### config.mk
export PLATFORM = sky130hd
export DESIGN_NAME = spou_serial_port
export DESIGN_NICKNAME = d
export VERILOG_FILES = /design/src/spou_pkg.sv /design/src/spou_serial_port.sv
export SDC_FILE = /design/constraint.sdc
export NUM_CORES = 1
export LEC_CHECK = 0
export BUFFER_PORTS_ARGS = -buffer_cell sky130_fd_sc_hd__buf_2
export CAP_MARGIN = 40
export CORE_MARGIN = 3
export CORE_UTILIZATION = 30
export DETAILED_ROUTE_END_ITERATION = 10
export GPL_ROUTABILITY_DRIVEN = 0
export PLACE_DENSITY = 0.55
export SYNTH_ARGS = -nofsm -noshare
export SYNTH_HDL_FRONTEND = slang
export SYNTH_HIERARCHICAL = 1
export SYNTH_SLANG_ARGS = --single-unit
### constraint.sdc
create_clock -name sys_clk -period 8.06 [get_ports sys_clk]
set_input_delay 0.403 -clock sys_clk [delete_from_list [all_inputs] [get_ports sys_clk]]
set_output_delay 0.403 -clock sys_clk [all_outputs]
set_load 0.005 [all_outputs]
### src/spou_pkg.sv
/*
 Constants and carrier types for the second serial port.
 Assumes one system clock; the peripheral clock is that clock gated by idle.
*/
package spou_pkg;
    // Special-function addresses
    localparam logic [7:0] SFR_CONTROL = 8'hc0;
    localparam logic [7:0] SFR_DATA = 8'hc1;
    // Control register field positions
    localparam int MODE_HI_POS = 7;
    localparam int MODE_MID_POS = 6;
    localparam int MODE_THIRD_POS = 5;
    localparam int RX_ENABLE_POS = 4;
    localparam int TX_NINTH_POS = 3;
    localparam int RX_NINTH_POS = 2;
    localparam int TX_DONE_POS = 1;
    localparam int RX_DONE_POS = 0;
    // Reset values
    localparam logic [7:0] CONTROL_RESET = 8'h00;
    localparam logic [7:0] DATA_RESET = 8'h00;
    // Mode 0 bit periods in peripheral clocks
    localparam logic [3:0] M0_PERIOD_SLOW = 4'hc;
    localparam logic [3:0] M0_PERIOD_FAST = 4'h4;
    // Mode 2 bit periods in peripheral clocks
    localparam int M2_PERIOD = 64;
    localparam int M2_PERIOD_DBL = 32;
    // Oversample ticks per asynchronous bit
    localparam int OVERSAMPLE = 16;
    localparam logic [3:0] OS_LAST = 4'(OVERSAMPLE - 1);
    localparam logic [3:0] OS_MID = 4'(OVERSAMPLE / 2 - 1);
    // Peripheral clocks per oversample tick in mode 2
    localparam logic [2:0] M2_TICK_DIV = 3'(M2_PERIOD / OVERSAMPLE);
    localparam logic [2:0] M2_TICK_DIV_DBL = 3'(M2_PERIOD_DBL / OVERSAMPLE);
    // Frame lengths in bits and last bit indices
    localparam logic [3:0] FRAME_SHORT = 4'ha;
    localparam logic [3:0] FRAME_LONG = 4'hb;
    localparam logic [3:0] RX_LAST_IDX = 4'h9;
    localparam logic [3:0] M0_LAST_IDX = 4'h7;
    // Operating modes
    typedef enum logic [1:0] {
        SPOU_MODE0 = 2'b00,
        SPOU_MODE1 = 2'b01,
        SPOU_MODE2 = 2'b10,
        SPOU_MODE3 = 2'b11
    } spou_mode_t;
    // Special-function access from the core
    typedef struct packed {
        logic wr;
        logic rd;
        logic [7:0] addr;
        logic [7:0] wdata;
    } spou_sfr_req_t;
endpackage

### src/spou_serial_port.sv
/*
 Transmit FIFO and the second serial port with its special-function registers.
 Assumes the core drives spou_sfr_req_t on sys_clk and that Timer 1 overflow
 arrives as a one-cycle pulse on the same clock.
*/

// Small FIFO with valid and ready on both sides
module spou_fifo #(
    parameter int WIDTH = 8,
    parameter int DEPTH = 4
) (
    // Clock and reset
    input wire logic sys_clk,
    input wire logic reset_n,
    // Filling side
    input wire logic in_valid,
    output logic in_ready,
    input wire logic [WIDTH-1:0] in_data,
    // Draining side
    output logic out_valid,
    input wire logic out_ready,
    output logic [WIDTH-1:0] out_data
);
    localparam int AW = (DEPTH > 1) ? $clog2(DEPTH) : 1;
    localparam int CW = $clog2(DEPTH + 1);
    logic [WIDTH-1:0] mem [DEPTH]; // Storage words
    logic [AW-1:0] wr_ptr_r; // Next slot to fill
    logic [AW-1:0] rd_ptr_r; // Oldest word
    logic [CW-1:0] count_r; // Words held
    logic push; // Word accepted
    logic pop; // Word drained

    assign in_ready = (count_r != CW'(DEPTH));
    assign out_valid = (count_r != '0);
    assign out_data = mem[rd_ptr_r];
    assign push = in_valid & in_ready;
    assign pop = out_valid & out_ready;

    // Storage write, no reset needed on data
    always_ff @(posedge sys_clk) begin
        if (push) begin
            mem[wr_ptr_r] <= in_data;
        end
    end

    // Pointers wrap at depth; fill count goes up on push, down on pop
    always_ff @(posedge sys_clk or negedge reset_n) begin
        if (!reset_n) begin
            wr_ptr_r <= '0;
            rd_ptr_r <= '0;
            count_r <= '0;
        end else begin
            if (push) begin
                wr_ptr_r <= (wr_ptr_r == AW'(DEPTH - 1)) ? '0 : wr_ptr_r + 1'b1;
            end
            if (pop) begin
                rd_ptr_r <= (rd_ptr_r == AW'(DEPTH - 1)) ? '0 : rd_ptr_r + 1'b1;
            end
            if (push && !pop) begin
                count_r <= count_r + 1'b1;
            end else if (pop && !push) begin
                count_r <= count_r - 1'b1;
            end
        end
    end
endmodule

// Serial port core with control and data buffer registers
module spou_serial_port #(
    parameter int TX_DEPTH = 4
) (
    // Clock and reset
    input wire logic sys_clk,
    input wire logic reset_n,
    // Special-function access
    input wire spou_pkg::spou_sfr_req_t sfr_req,
    output logic [7:0] sfr_rdata,
    // Neighbouring chip state
    input wire logic idle_mode,
    input wire logic timer1_overflow,
    input wire logic port1_rate_doubling_bit,
    input wire logic intr_enable,
    // Interrupt and back-pressure
    output logic irq,
    output logic tx_space,
    // Serial pins
    output logic txd,
    input wire logic rxd_in,
    output logic rxd_out,
    output logic rxd_oe
);
    import spou_pkg::*;

    typedef enum logic [1:0] {
        TX_IDLE = 2'b00,
        TX_ASYNC = 2'b01,
        TX_SYNC = 2'b10
    } spou_tx_state_t;
    typedef enum logic {
        RX_IDLE = 1'b0,
        RX_BUSY = 1'b1
    } spou_rx_state_t;

    // Mode 0 bit period from the third mode bit
    function automatic logic [3:0] m0_period(input logic third);
        m0_period = third ? M0_PERIOD_FAST : M0_PERIOD_SLOW;
    endfunction

    logic [7:0] ctrl_r; // Control register
    logic [7:0] rx_buf_r; // Receive buffer
    logic [2:0] rx_sync_r; // Pin synchroniser
    logic rx_level_r; // Filtered line level
    logic half_r; // Timer 1 overflow halver
    logic [2:0] m2_cnt_r; // Mode 2 tick divider
    spou_tx_state_t tx_state_r; // Shift engine state
    logic [10:0] shift_r; // Outgoing frame or mode 0 input
    logic [3:0] os_cnt_r; // Transmit oversample phase
    logic [3:0] bit_idx_r; // Transmit bit index
    logic [3:0] len_r; // Transmit frame length
    logic [3:0] m0_cnt_r; // Mode 0 period phase
    logic m0_rx_r; // Mode 0 transfer is a receive
    spou_rx_state_t rx_state_r; // Receiver state
    logic [3:0] rx_os_r; // Receive oversample phase
    logic [3:0] rx_idx_r; // Receive bit index
    logic [7:0] rx_shift_r; // Receive shifter
    logic txd_r, rxd_out_r, rxd_oe_r, irq_r, tx_space_r; // Output flops
    logic [7:0] rdata_r; // Read data flop

    spou_mode_t mode; // Selected mode
    logic third; // Third mode bit
    logic pclk_en; // Peripheral clock running
    logic os_tick; // Oversample tick
    logic [2:0] m2_div; // Mode 2 divider length
    logic wr_ctrl, wr_data; // Register writes
    logic fifo_valid; // Transmit byte waiting
    logic fifo_ready; // Transmit FIFO has room
    logic [7:0] fifo_data; // Next byte to send
    logic tx_go; // Start a transmit frame
    logic rx0_go; // Start a mode 0 receive
    logic async_bit_end, sync_bit_end, sync_done; // Shift engine events
    logic ti_set; // Transmit-done event
    logic rx_sample; // Receive sample point
    logic rx_frame_end; // Last receive sample
    logic rx_accept; // Receive byte taken
    logic ri_set; // Receive-done event
    logic [3:0] m0_per; // Current mode 0 period

    assign mode = spou_mode_t'({ctrl_r[MODE_HI_POS], ctrl_r[MODE_MID_POS]});
    assign third = ctrl_r[MODE_THIRD_POS];
    assign pclk_en = !idle_mode;
    assign m0_per = m0_period(third);
    assign wr_ctrl = sfr_req.wr && (sfr_req.addr == SFR_CONTROL);
    assign wr_data = sfr_req.wr && (sfr_req.addr == SFR_DATA);
    assign m2_div = port1_rate_doubling_bit ? M2_TICK_DIV_DBL : M2_TICK_DIV;

    // Oversample tick from Timer 1 or the fixed mode 2 divider
    always_comb begin
        if (mode == SPOU_MODE2) begin
            os_tick = pclk_en && (m2_cnt_r == m2_div - 3'h1);
        end else begin
            os_tick = pclk_en && timer1_overflow
                && (port1_rate_doubling_bit || half_r);
        end
    end

    // Transmit and mode 0 receive start conditions; the done flag must be clear first
    assign tx_go = pclk_en && (tx_state_r == TX_IDLE) && fifo_valid
        && !ctrl_r[TX_DONE_POS];
    assign rx0_go = pclk_en && (tx_state_r == TX_IDLE) && !tx_go
        && (mode == SPOU_MODE0) && ctrl_r[RX_ENABLE_POS]
        && !ctrl_r[RX_DONE_POS];
    assign async_bit_end = (tx_state_r == TX_ASYNC) && os_tick
        && (os_cnt_r == OS_LAST);
    assign sync_bit_end = pclk_en && (tx_state_r == TX_SYNC)
        && (m0_cnt_r == m0_per - 4'h1);
    assign sync_done = sync_bit_end && (bit_idx_r == M0_LAST_IDX);
    assign ti_set = (async_bit_end && (bit_idx_r == len_r - 4'h2))
        || (sync_done && !m0_rx_r);
    assign rx_sample = (rx_state_r == RX_BUSY) && os_tick
        && (rx_os_r == OS_MID);
    assign rx_frame_end = rx_sample && (rx_idx_r == RX_LAST_IDX);
    assign rx_accept = rx_frame_end && !ctrl_r[RX_DONE_POS]
        && (!third || rx_level_r);
    assign ri_set = rx_accept || (sync_done && m0_rx_r);

    // Transmit bytes queue here until the engine takes them
    spou_fifo #(.WIDTH(8), .DEPTH(TX_DEPTH)) u_tx_fifo (
        .sys_clk(sys_clk),
        .reset_n(reset_n),
        .in_valid(wr_data),
        .in_ready(fifo_ready),
        .in_data(sfr_req.wdata),
        .out_valid(fifo_valid),
        .out_ready(tx_go),
        .out_data(fifo_data)
    );

    // Three-stage pin synchroniser with agreement filter
    always_ff @(posedge sys_clk or negedge reset_n) begin
        if (!reset_n) begin
            rx_sync_r <= 3'h7;
            rx_level_r <= 1'b1;
        end else begin
            rx_sync_r <= {rx_sync_r[1:0], rxd_in};
            if (rx_sync_r[1] == rx_sync_r[2]) begin
                rx_level_r <= rx_sync_r[2];
            end
        end
    end

    // Bit-rate prescalers, frozen in idle
    always_ff @(posedge sys_clk or negedge reset_n) begin
        if (!reset_n) begin
            half_r <= 1'b0;
            m2_cnt_r <= 3'h0;
        end else if (pclk_en) begin
            if (timer1_overflow) begin
                half_r <= !half_r;
            end
            m2_cnt_r <= (m2_cnt_r >= m2_div - 3'h1) ? 3'h0 : m2_cnt_r + 3'h1;
        end
    end

    // Shift engine: async transmit and mode 0 in both directions
    always_ff @(posedge sys_clk or negedge reset_n) begin
        if (!reset_n) begin
            tx_state_r <= TX_IDLE;
            shift_r <= 11'h7ff;
            os_cnt_r <= 4'h0;
            bit_idx_r <= 4'h0;
            len_r <= FRAME_SHORT;
            m0_cnt_r <= 4'h0;
            m0_rx_r <= 1'b0;
        end else if (pclk_en) begin
            case (tx_state_r)
                TX_IDLE: begin
                    os_cnt_r <= 4'h0;
                    bit_idx_r <= 4'h0;
                    m0_cnt_r <= 4'h0;
                    if (tx_go && mode == SPOU_MODE0) begin
                        tx_state_r <= TX_SYNC;
                        shift_r <= {3'h7, fifo_data};
                        m0_rx_r <= 1'b0;
                    end else if (tx_go && mode == SPOU_MODE1) begin
                        tx_state_r <= TX_ASYNC;
                        shift_r <= {2'h3, fifo_data, 1'b0};
                        len_r <= FRAME_SHORT;
                    end else if (tx_go) begin
                        tx_state_r <= TX_ASYNC;
                        shift_r <= {1'b1, ctrl_r[TX_NINTH_POS], fifo_data,
                            1'b0};
                        len_r <= FRAME_LONG;
                    end else if (rx0_go) begin
                        tx_state_r <= TX_SYNC;
                        shift_r <= 11'h7ff;
                        m0_rx_r <= 1'b1;
                    end
                end
                TX_ASYNC: begin
                    if (os_tick) begin
                        os_cnt_r <= os_cnt_r + 4'h1;
                    end
                    if (async_bit_end) begin
                        shift_r <= {1'b1, shift_r[10:1]};
                        bit_idx_r <= bit_idx_r + 4'h1;
                        if (bit_idx_r == len_r - 4'h1) begin
                            tx_state_r <= TX_IDLE;
                        end
                    end
                end
                TX_SYNC: begin
                    m0_cnt_r <= sync_bit_end ? 4'h0 : m0_cnt_r + 4'h1;
                    if (sync_bit_end) begin
                        bit_idx_r <= bit_idx_r + 4'h1;
                        if (m0_rx_r) begin
                            shift_r <= {3'h7, rx_level_r, shift_r[7:1]};
                        end else begin
                            shift_r <= {1'b1, shift_r[10:1]};
                        end
                        if (sync_done) begin
                            tx_state_r <= TX_IDLE;
                        end
                    end
                end
                default: tx_state_r <= TX_IDLE;
            endcase
        end
    end

    // Asynchronous receiver, sampling mid-bit
    always_ff @(posedge sys_clk or negedge reset_n) begin
        if (!reset_n) begin
            rx_state_r <= RX_IDLE;
            rx_os_r <= 4'h0;
            rx_idx_r <= 4'h0;
            rx_shift_r <= 8'h00;
        end else if (pclk_en) begin
            case (rx_state_r)
                RX_IDLE: begin
                    rx_os_r <= 4'h0;
                    rx_idx_r <= 4'h0;
                    if (ctrl_r[RX_ENABLE_POS] && mode != SPOU_MODE0
                        && !rx_level_r) begin
                        rx_state_r <= RX_BUSY;
                    end
                end
                RX_BUSY: begin
                    if (os_tick) begin
                        rx_os_r <= rx_os_r + 4'h1;
                    end
                    if (!ctrl_r[RX_ENABLE_POS] || mode == SPOU_MODE0) begin
                        rx_state_r <= RX_IDLE;
                    end else if (rx_sample) begin
                        rx_idx_r <= rx_idx_r + 4'h1;
                        if (rx_idx_r == 4'h0 && rx_level_r) begin
                            rx_state_r <= RX_IDLE; // False start
                        end else if (rx_frame_end) begin
                            rx_state_r <= RX_IDLE;
                        end else if (rx_idx_r != 4'h0) begin
                            rx_shift_r <= {rx_level_r, rx_shift_r[7:1]};
                        end
                    end
                end
                default: rx_state_r <= RX_IDLE;
            endcase
        end
    end

    // Control register; hardware set beats a software clear
    always_ff @(posedge sys_clk or negedge reset_n) begin
        if (!reset_n) begin
            ctrl_r <= CONTROL_RESET;
        end else begin
            if (wr_ctrl) begin
                ctrl_r[7:2] <= sfr_req.wdata[7:2];
            end
            if (rx_accept) begin
                ctrl_r[RX_NINTH_POS] <= rx_level_r;
            end
            ctrl_r[TX_DONE_POS] <= ti_set
                || (wr_ctrl ? sfr_req.wdata[TX_DONE_POS]
                : ctrl_r[TX_DONE_POS]);
            ctrl_r[RX_DONE_POS] <= ri_set
                || (wr_ctrl ? sfr_req.wdata[RX_DONE_POS]
                : ctrl_r[RX_DONE_POS]);
        end
    end

    // Receive buffer loads on an accepted byte or at the end of a mode 0 receive
    always_ff @(posedge sys_clk or negedge reset_n) begin
        if (!reset_n) begin
            rx_buf_r <= DATA_RESET;
        end else if (rx_accept) begin
            rx_buf_r <= rx_shift_r;
        end else if (sync_done && m0_rx_r) begin
            rx_buf_r <= {rx_level_r, shift_r[7:1]};
        end
    end

    // Read data; unmapped addresses read zero
    always_ff @(posedge sys_clk or negedge reset_n) begin
        if (!reset_n) begin
            rdata_r <= 8'h00;
        end else if (sfr_req.rd && sfr_req.addr == SFR_CONTROL) begin
            rdata_r <= ctrl_r;
        end else if (sfr_req.rd && sfr_req.addr == SFR_DATA) begin
            rdata_r <= rx_buf_r;
        end else begin
            rdata_r <= 8'h00;
        end
    end

    // Pins, interrupt and back-pressure from flops
    always_ff @(posedge sys_clk or negedge reset_n) begin
        if (!reset_n) begin
            txd_r <= 1'b1;
            rxd_out_r <= 1'b1;
            rxd_oe_r <= 1'b0;
            irq_r <= 1'b0;
            tx_space_r <= 1'b0;
        end else begin
            irq_r <= intr_enable
                && (ctrl_r[TX_DONE_POS] || ctrl_r[RX_DONE_POS]);
            tx_space_r <= fifo_ready;
            case (tx_state_r)
                TX_ASYNC: txd_r <= shift_r[0];
                TX_SYNC: txd_r <= (m0_cnt_r >= (m0_per >> 1));
                default: txd_r <= 1'b1;
            endcase
            rxd_oe_r <= (tx_state_r == TX_SYNC) && !m0_rx_r;
            rxd_out_r <= (tx_state_r == TX_SYNC) ? shift_r[0] : 1'b1;
        end
    end

    assign sfr_rdata = rdata_r;
    assign irq = irq_r;
    assign tx_space = tx_space_r;
    assign txd = txd_r;
    assign rxd_out = rxd_out_r;
    assign rxd_oe = rxd_oe_r;
endmodule

# Word-level counts from Yosys, hierarchy flattened
# Memories as Yosys holds them, arrays and structs flattened.
# Cells that the tools add are included.
# Widths: inputs -> output; s select.
dict set report word_totals {
  regBits 91
  latch_bits 0
  ram_bits 32
  romBits 0
  in_bits 25
  out_inout_bits 13
  elab_cells 223
  memories 1
}
# name depth width rd rd_ports_with_merged_regs write_ports line
set memory_table {}
lappend memory_table {u_tx_fifo.mem 4 8 1 0 1 spou_serial_port.sv:26} ;# logic [WIDTH-1:0] mem [DEPTH];
dict set report classes {
  add_sub_neg 14
  n_mul 0
  div_mod_pow 0
  order_cmp 2
  n_eq_ne 29
  n_shift 0
  n_mux 61
  n_bitwise 8
  n_reduce_logical 80
}
# op count
set op_table {}
lappend op_table {{$mux 11} 6}
lappend op_table {{$mux 4} 10}
lappend op_table {{$logic_and 1x1->1} 36}
lappend op_table {{$pmux 11 s3} 1}
lappend op_table {{$mux 8} 4}
lappend op_table {{$pmux 4 s2} 4}
lappend op_table {{$add 4x1->4 const B} 5}
lappend op_table {{$mux 2} 10}
lappend op_table {{$mux 1} 17}
lappend op_table {{$eq 8x8->1 const B} 2}
lappend op_table {{$reduce_bool 2->1} 8}
lappend op_table {{$eq 4x4->1} 3}
lappend op_table {{$mux 3} 4}
lappend op_table {{$ne 2x2->1 const B} 6}
lappend op_table {{$pmux 4 s3} 1}
lappend op_table {{$logic_not 1->1} 11}
lappend op_table {{$mux 10} 1}
lappend op_table {{$reduce_and 5->1} 2}
lappend op_table {{$eq 2x2->1 const B} 4}
lappend op_table {{$eq 4x3->1 const B} 2}
lappend op_table {{$eq 4x4->1 const B} 2}
lappend op_table {{$logic_or 1x1->1} 8}
lappend op_table {{$ne 2x1->1 const B} 4}
lappend op_table {{$reduce_and 4->1} 2}
lappend op_table {{other kinds (24)} 41}

# Depth between registers and ports, before layout
dict set report depth {
  ltp_word 14
  depth_mapped 12
  mapped_depth_nobuf 11
}

# Modules after synthesis
# Netlist, hierarchy kept.
# mod n_inst cells_each area_each_um2 seq_area_each_um2
set modules_own_cells {}
lappend modules_own_cells {spou_serial_port 1 383 4205.3 2021.9}
lappend modules_own_cells {spou_fifo 1 78 1594.0 1136.1}

# Least setup slack after synthesis
# No wires, ideal clock.
dict set report synth_path {
  kind {register to register}
  from {register u_tx_fifo.count_r[1]}
  to {register u_tx_fifo.count_r[2]}
  setup_time_ns 0.079
  t_arrival_ns 2.518
  required_ns 7.981
  setup_slack_ns 5.463
  path_stages_with_launch 12
  n_path_buf 1
  period_less_slack_ns 2.597
  cell_sequence {dfrtp_1 > or3_2 > nand4bb_1 > clkbuf_1 > inv_1 > nand2_1 > ha_1 > inv_1 > fa_1 > xor2_1 > nor2_1 > xor2_1}
}
dict set report synth_via {
  elab_chain_cells 7
  elab_cells_between_ends 15
  classes_between {add/sub (2); eq/ne (1); mux (2); bitwise (2); reduce/logical (8)}
}
# item line
set synth_rtl {}
lappend synth_rtl {{start: declaration} spou_serial_port.sv:29} ;# logic [CW-1:0] count_r;
lappend synth_rtl {{start signal: assignment} spou_serial_port.sv:60} ;# count_r <= count_r + 1'b1;
lappend synth_rtl {{start signal: assignment} spou_serial_port.sv:62} ;# count_r <= count_r - 1'b1;
lappend synth_rtl {{$reduce_bool 3->1 *} spou_serial_port.sv:34} ;# assign out_valid = (count_r != '0);
lappend synth_rtl {{via fifo_valid} spou_serial_port.sv:135} ;# logic fifo_valid;
lappend synth_rtl {{$logic_and 1x1->1 *} spou_serial_port.sv:167} ;# assign tx_go = pclk_en && (tx_state_r == TX_IDLE) && fifo_valid
lappend synth_rtl {{$logic_and 1x1->1 *} spou_serial_port.sv:168} ;# && !ctrl_r[TX_DONE_POS];
lappend synth_rtl {{via tx_go} spou_serial_port.sv:138} ;# logic tx_go;
lappend synth_rtl {{$and 1x1->1 *} spou_serial_port.sv:37} ;# assign pop = out_valid & out_ready;
lappend synth_rtl {{$logic_not 1->1} spou_serial_port.sv:59} ;# if (push && !pop) begin
lappend synth_rtl {{$logic_and 1x1->1} spou_serial_port.sv:59}
lappend synth_rtl {{$mux 3 / $reduce_bool 2->1 (equally long branches)} -}
# Mark *: on every way through the listed nets, which the timed path passes. The rest lies on a longest branch. The select of a mux whose other input is x is not followed.
# A chain may end at the register's enable or synchronous reset.

# Worst setup path in the final report
dict set report layout_path {
  from {register u_tx_fifo.count_r[0]}
  to {register u_tx_fifo.count_r[2]}
}
# Same word-level chain as after synthesis.

==> metrics <==
Synthesis Warnings 6; Cell Rows 50; Slowest Stage Delay on Critical Path 0.50 ns; Max Fanout on Critical Path 12; Leakage 0.00291 µW; first-pass detailed-route iteration total 4; initial core utilization 30.8%; layout-stage area growth over the synthesis result 18.9%; Peak Freq 347 MHz; number of buffers on the longest clock path 2; Wirelength per Cell approximately 16 µm; EDFF count, synth 32; wire length after detailed routing 12.7 mm; result of the run finished clean; number of clock buffers inserted by TritonCTS 17; flip-flop and latch count after synthesis 119; total setup violations reported at the end of the flow 0; Worst path slowest cell sky130_fd_sc_hd__or3_2; share of total power in sequential cells between 30% and 40%; worst vdd rail ir drop 0.185 mV; number of post-CTS setup repair buffers 0; number of antenna violations at the first check in global routing 0; synthesized area per cell 12.6 µm²; share of total power in combinational logic 23.3%; register clock-pin slew on the reported worst setup and hold paths 0.06 ns; number of pins with negative max-slew slack in the final report 0; Period Utilization, post-route 35.7%; Slew Limit Headroom 39.6%; dominant cell by count in the synthesized netlist sky130_fd_sc_hd__dfrtp_1; kind of critical path reg -> reg; total net switching power ~640 µW; via density per instance 4.83; Hold WC Path Type in -> reg; sequential area share after synthesis 54.5%; number of gates resized after cts 0; relative contribution of the clock network to total power a little under two fifths; net count reported at finish 549; IO Count 38; most frequent cells after synthesis sky130_fd_sc_hd__dfrtp_1, sky130_fd_sc_hd__edfxtp_1, sky130_fd_sc_hd__nand2_1, sky130_fd_sc_hd__nor2_1, sky130_fd_sc_hd__ha_1; Min Hold Slack approximately 0.084 ns; # Max-Cap Violations 0; worst setup margin 5.18 ns; cell breakdown of the critical path or3_2 > nand4bb_1 > inv_1 > nand2_1 > ha_1 > inv_1 > fa_1 > xor2_1 > nor2_1 > xor2_1; CTS tree yes; die area ~21000 µm²; type of destination of the critical path flop; Final TNS setup 0 ns; launching element type of the critical path flop; Clock Sink Count about 120; share of final-layout standard cells stronger than drive strength 1 28.0%; transition time of the tightest slew-check pin 0.904 ns; Synth top area share 30.6%; final-report hold violation count 0; flip-flop cell with the highest count after synthesis sky130_fd_sc_hd__dfrtp_1; top post-synthesis cells by area sky130_fd_sc_hd__dfrtp_1, sky130_fd_sc_hd__edfxtp_1, sky130_fd_sc_hd__dfstp_2, sky130_fd_sc_hd__ha_1, sky130_fd_sc_hd__mux2_2; DP HPWL 8.75 mm; worst slack at placement about 5.2 ns; Clk Tree Root Cell sky130_fd_sc_hd__clkbuf_16; power per unit of standard cell area 315 nW/µm²; antenna diode count 0; combined area of all synthesized cells 5800 µm²; net count of the mapped netlist 508; setup repair after global routing missed its margin no; DRT iter0 DRCs 280; WP data arrival 3.22 ns; Remaining DRCs 0; Crit path required time 8.40 ns; GRT Util Overall 12.7%; core footprint between 15000 and 20000 µm²; width of the die 145 µm; insertion delay of the later-clocked pin in the worst-skew pair 0.42 ns; time the final worst path needs with I/O delays and setup 2.88 ns; switching power share of the total 29.3%; number of distinct library cells after synthesis 71; share of async-settable or async-resettable flops after synthesis 73.1%; height of the die ~150 µm; leading area contributor after synthesis sky130_fd_sc_hd__dfrtp_1; setup skew after layout 0.00930 ns; via count of the first global-routing pass between 3000 and 4000; CTS H-tree depth 4; input/output buffers 37; ANT nets after route 0; post-synthesis cell count 461; global-route wire length before repair between 20 and 25 mm; total gr overflow 0; Internal Dissipation approximately 1500 µW; detailed-route via count 3747; maximum number of pins on one net before global-route repair 50
-- critical path: cells and delay by family (launching register included) --
kind,cells,cell delay [ns]
AND/OR/NAND/NOR,4,1.21
adder cells (fa/ha/maj),2,0.59
flip-flops,1,0.44
XOR/XNOR,2,0.32
buffers and inverters,2,0.26
-- what timing repair did --
| item | CTS | global route |
|---|---|---|
| setup endpoints to repair | 0 | 0 |
| hold endpoints to repair | 30 | 0 |
| hold buffers | 1 | 0 |
-- metrics by stage --
stage	instances	utilization, %	power (µW)	cell area [µm²]
2_1_floorplan	461	-	1210	5800
3_3_place_gp	742	33.1	1330	6240
3_5_place_dp	742	33.1	1350	6240
4_1_cts	775	36.6	2190	6890
5_1_grt	775	36.6	2290	6890
6_report	775	36.6	2170	6890
-- worst paths after layout --
check	from	endpoint	slack, ns	cells past startpoint
min in group asynchronous	reset_n	ctrl_r[3]$_DFFE_PN0P_	0.50	2
worst min register to register	rx_sync_r[0]$_DFF_PN1_	rx_sync_r[1]$_DFF_PN1_	0.36	0
worst max-delay path	u_tx_fifo/count_r[0]$_DFFE_PN0P_	u_tx_fifo/count_r[2]$_DFFE_PN0P_	5.18	10
worst min-delay path	rxd_in	rx_sync_r[0]$_DFF_PN1_	0.08	1
worst max register to register	u_tx_fifo/count_r[0]$_DFFE_PN0P_	u_tx_fifo/count_r[2]$_DFFE_PN0P_	5.18	10
max in group asynchronous	reset_n	m0_cnt_r[2]$_DFFE_PN0P_	6.49	3
-- area by class of cell --
type,instances,area [µm²]
Fill cell,1831,11900
Clock inverter,12,199
Tap cell,260,325
Multi-Input combinational cell,304,2470
Inverter,19,71.3
Sequential cell,119,3160
Clock buffer,20,447
Timing Repair Buffer,41,220
-- cells in the final DEF, fill, tap and decap left out, types with 3 or more instances in the layout --
cell	netlist	layout
sky130_fd_sc_hd__a211oi_1	6	6
sky130_fd_sc_hd__a21oi_1	17	17
sky130_fd_sc_hd__a22o_1	12	12
sky130_fd_sc_hd__and2_1	6	6
sky130_fd_sc_hd__and3_1	4	4
sky130_fd_sc_hd__and3_2	4	4
sky130_fd_sc_hd__buf_2	4	36
sky130_fd_sc_hd__buf_4	1	4
sky130_fd_sc_hd__bufinv_16	0	5
sky130_fd_sc_hd__clkbuf_16	0	17
sky130_fd_sc_hd__dfrtp_1	71	71
sky130_fd_sc_hd__dfstp_2	16	16
sky130_fd_sc_hd__edfxtp_1	32	32
sky130_fd_sc_hd__ha_1	21	21
sky130_fd_sc_hd__inv_1	19	19
sky130_fd_sc_hd__mux2_2	18	18
sky130_fd_sc_hd__mux2_4	11	11
sky130_fd_sc_hd__mux2i_1	17	17
sky130_fd_sc_hd__mux4_2	8	8
sky130_fd_sc_hd__nand2_1	31	31
sky130_fd_sc_hd__nand2b_1	5	5
sky130_fd_sc_hd__nand3_1	11	11
sky130_fd_sc_hd__nand3b_1	5	5
sky130_fd_sc_hd__nor2_1	29	29
sky130_fd_sc_hd__nor2b_1	3	3
sky130_fd_sc_hd__nor3_1	4	4
sky130_fd_sc_hd__nor4_1	3	3
sky130_fd_sc_hd__o211ai_1	4	4
sky130_fd_sc_hd__o21ai_0	17	17
sky130_fd_sc_hd__o22ai_1	8	8
sky130_fd_sc_hd__o31ai_1	3	3
sky130_fd_sc_hd__or3_1	3	3
sky130_fd_sc_hd__xnor2_1	4	4
sky130_fd_sc_hd__xor2_1	8	8
-- metal layers --
metal	global-route usage, %	share of wire, %
met5	0	0
met2	20.2	48
met4	3.99	1.2
met3	3.97	4.2
met1	16.5	47
-- cell families (layout without fill, tap and decap cells) --
group                    count (synthesis)  after routing  share of synthesized area [%]
buffers and inverters                   38             92                           2.89
AO/OA/AOI/OAI                           86             86                           10.1
adder cells (fa/ha/maj)                 23             23                           5.05
AND/OR/NAND/NOR                        129            129                           13.3
XOR/XNOR                                12             12                           1.81
multiplexers                            54             54                           12.4
flip-flops                             119            119                           54.5
-- sequential cells by signal (all words and copies together) (netlist names), 2 cells and up --
name / count
rx_shift_r: 8
rx_sync_r: 3
rx_buf_r: 8
u_tx_fifo/wr_ptr_r: 2
ctrl_r: 8
rx_os_r: 4
rx_idx_r: 4
shift_r: 10
m0_cnt_r: 4
os_cnt_r: 4
u_tx_fifo/mem: 32
u_tx_fifo/rd_ptr_r: 2
m2_cnt_r: 3
u_tx_fifo/count_r: 3
tx_state_r: 2
sfr_rdata: 8
bit_idx_r: 4
-- power by group through the flow --
stage | registers [µW] | logic, µW | clock network, µW
after global routing | 853 | 561 | 873
final | 833 | 507 | 830
after detailed placement | 845 | 504 | 0
after floorplan | 795 | 416 | 0
after CTS | 836 | 511 | 845
after global placement | 840 | 493 | 0
No activity file was read; power rests on OpenSTA's default activity.
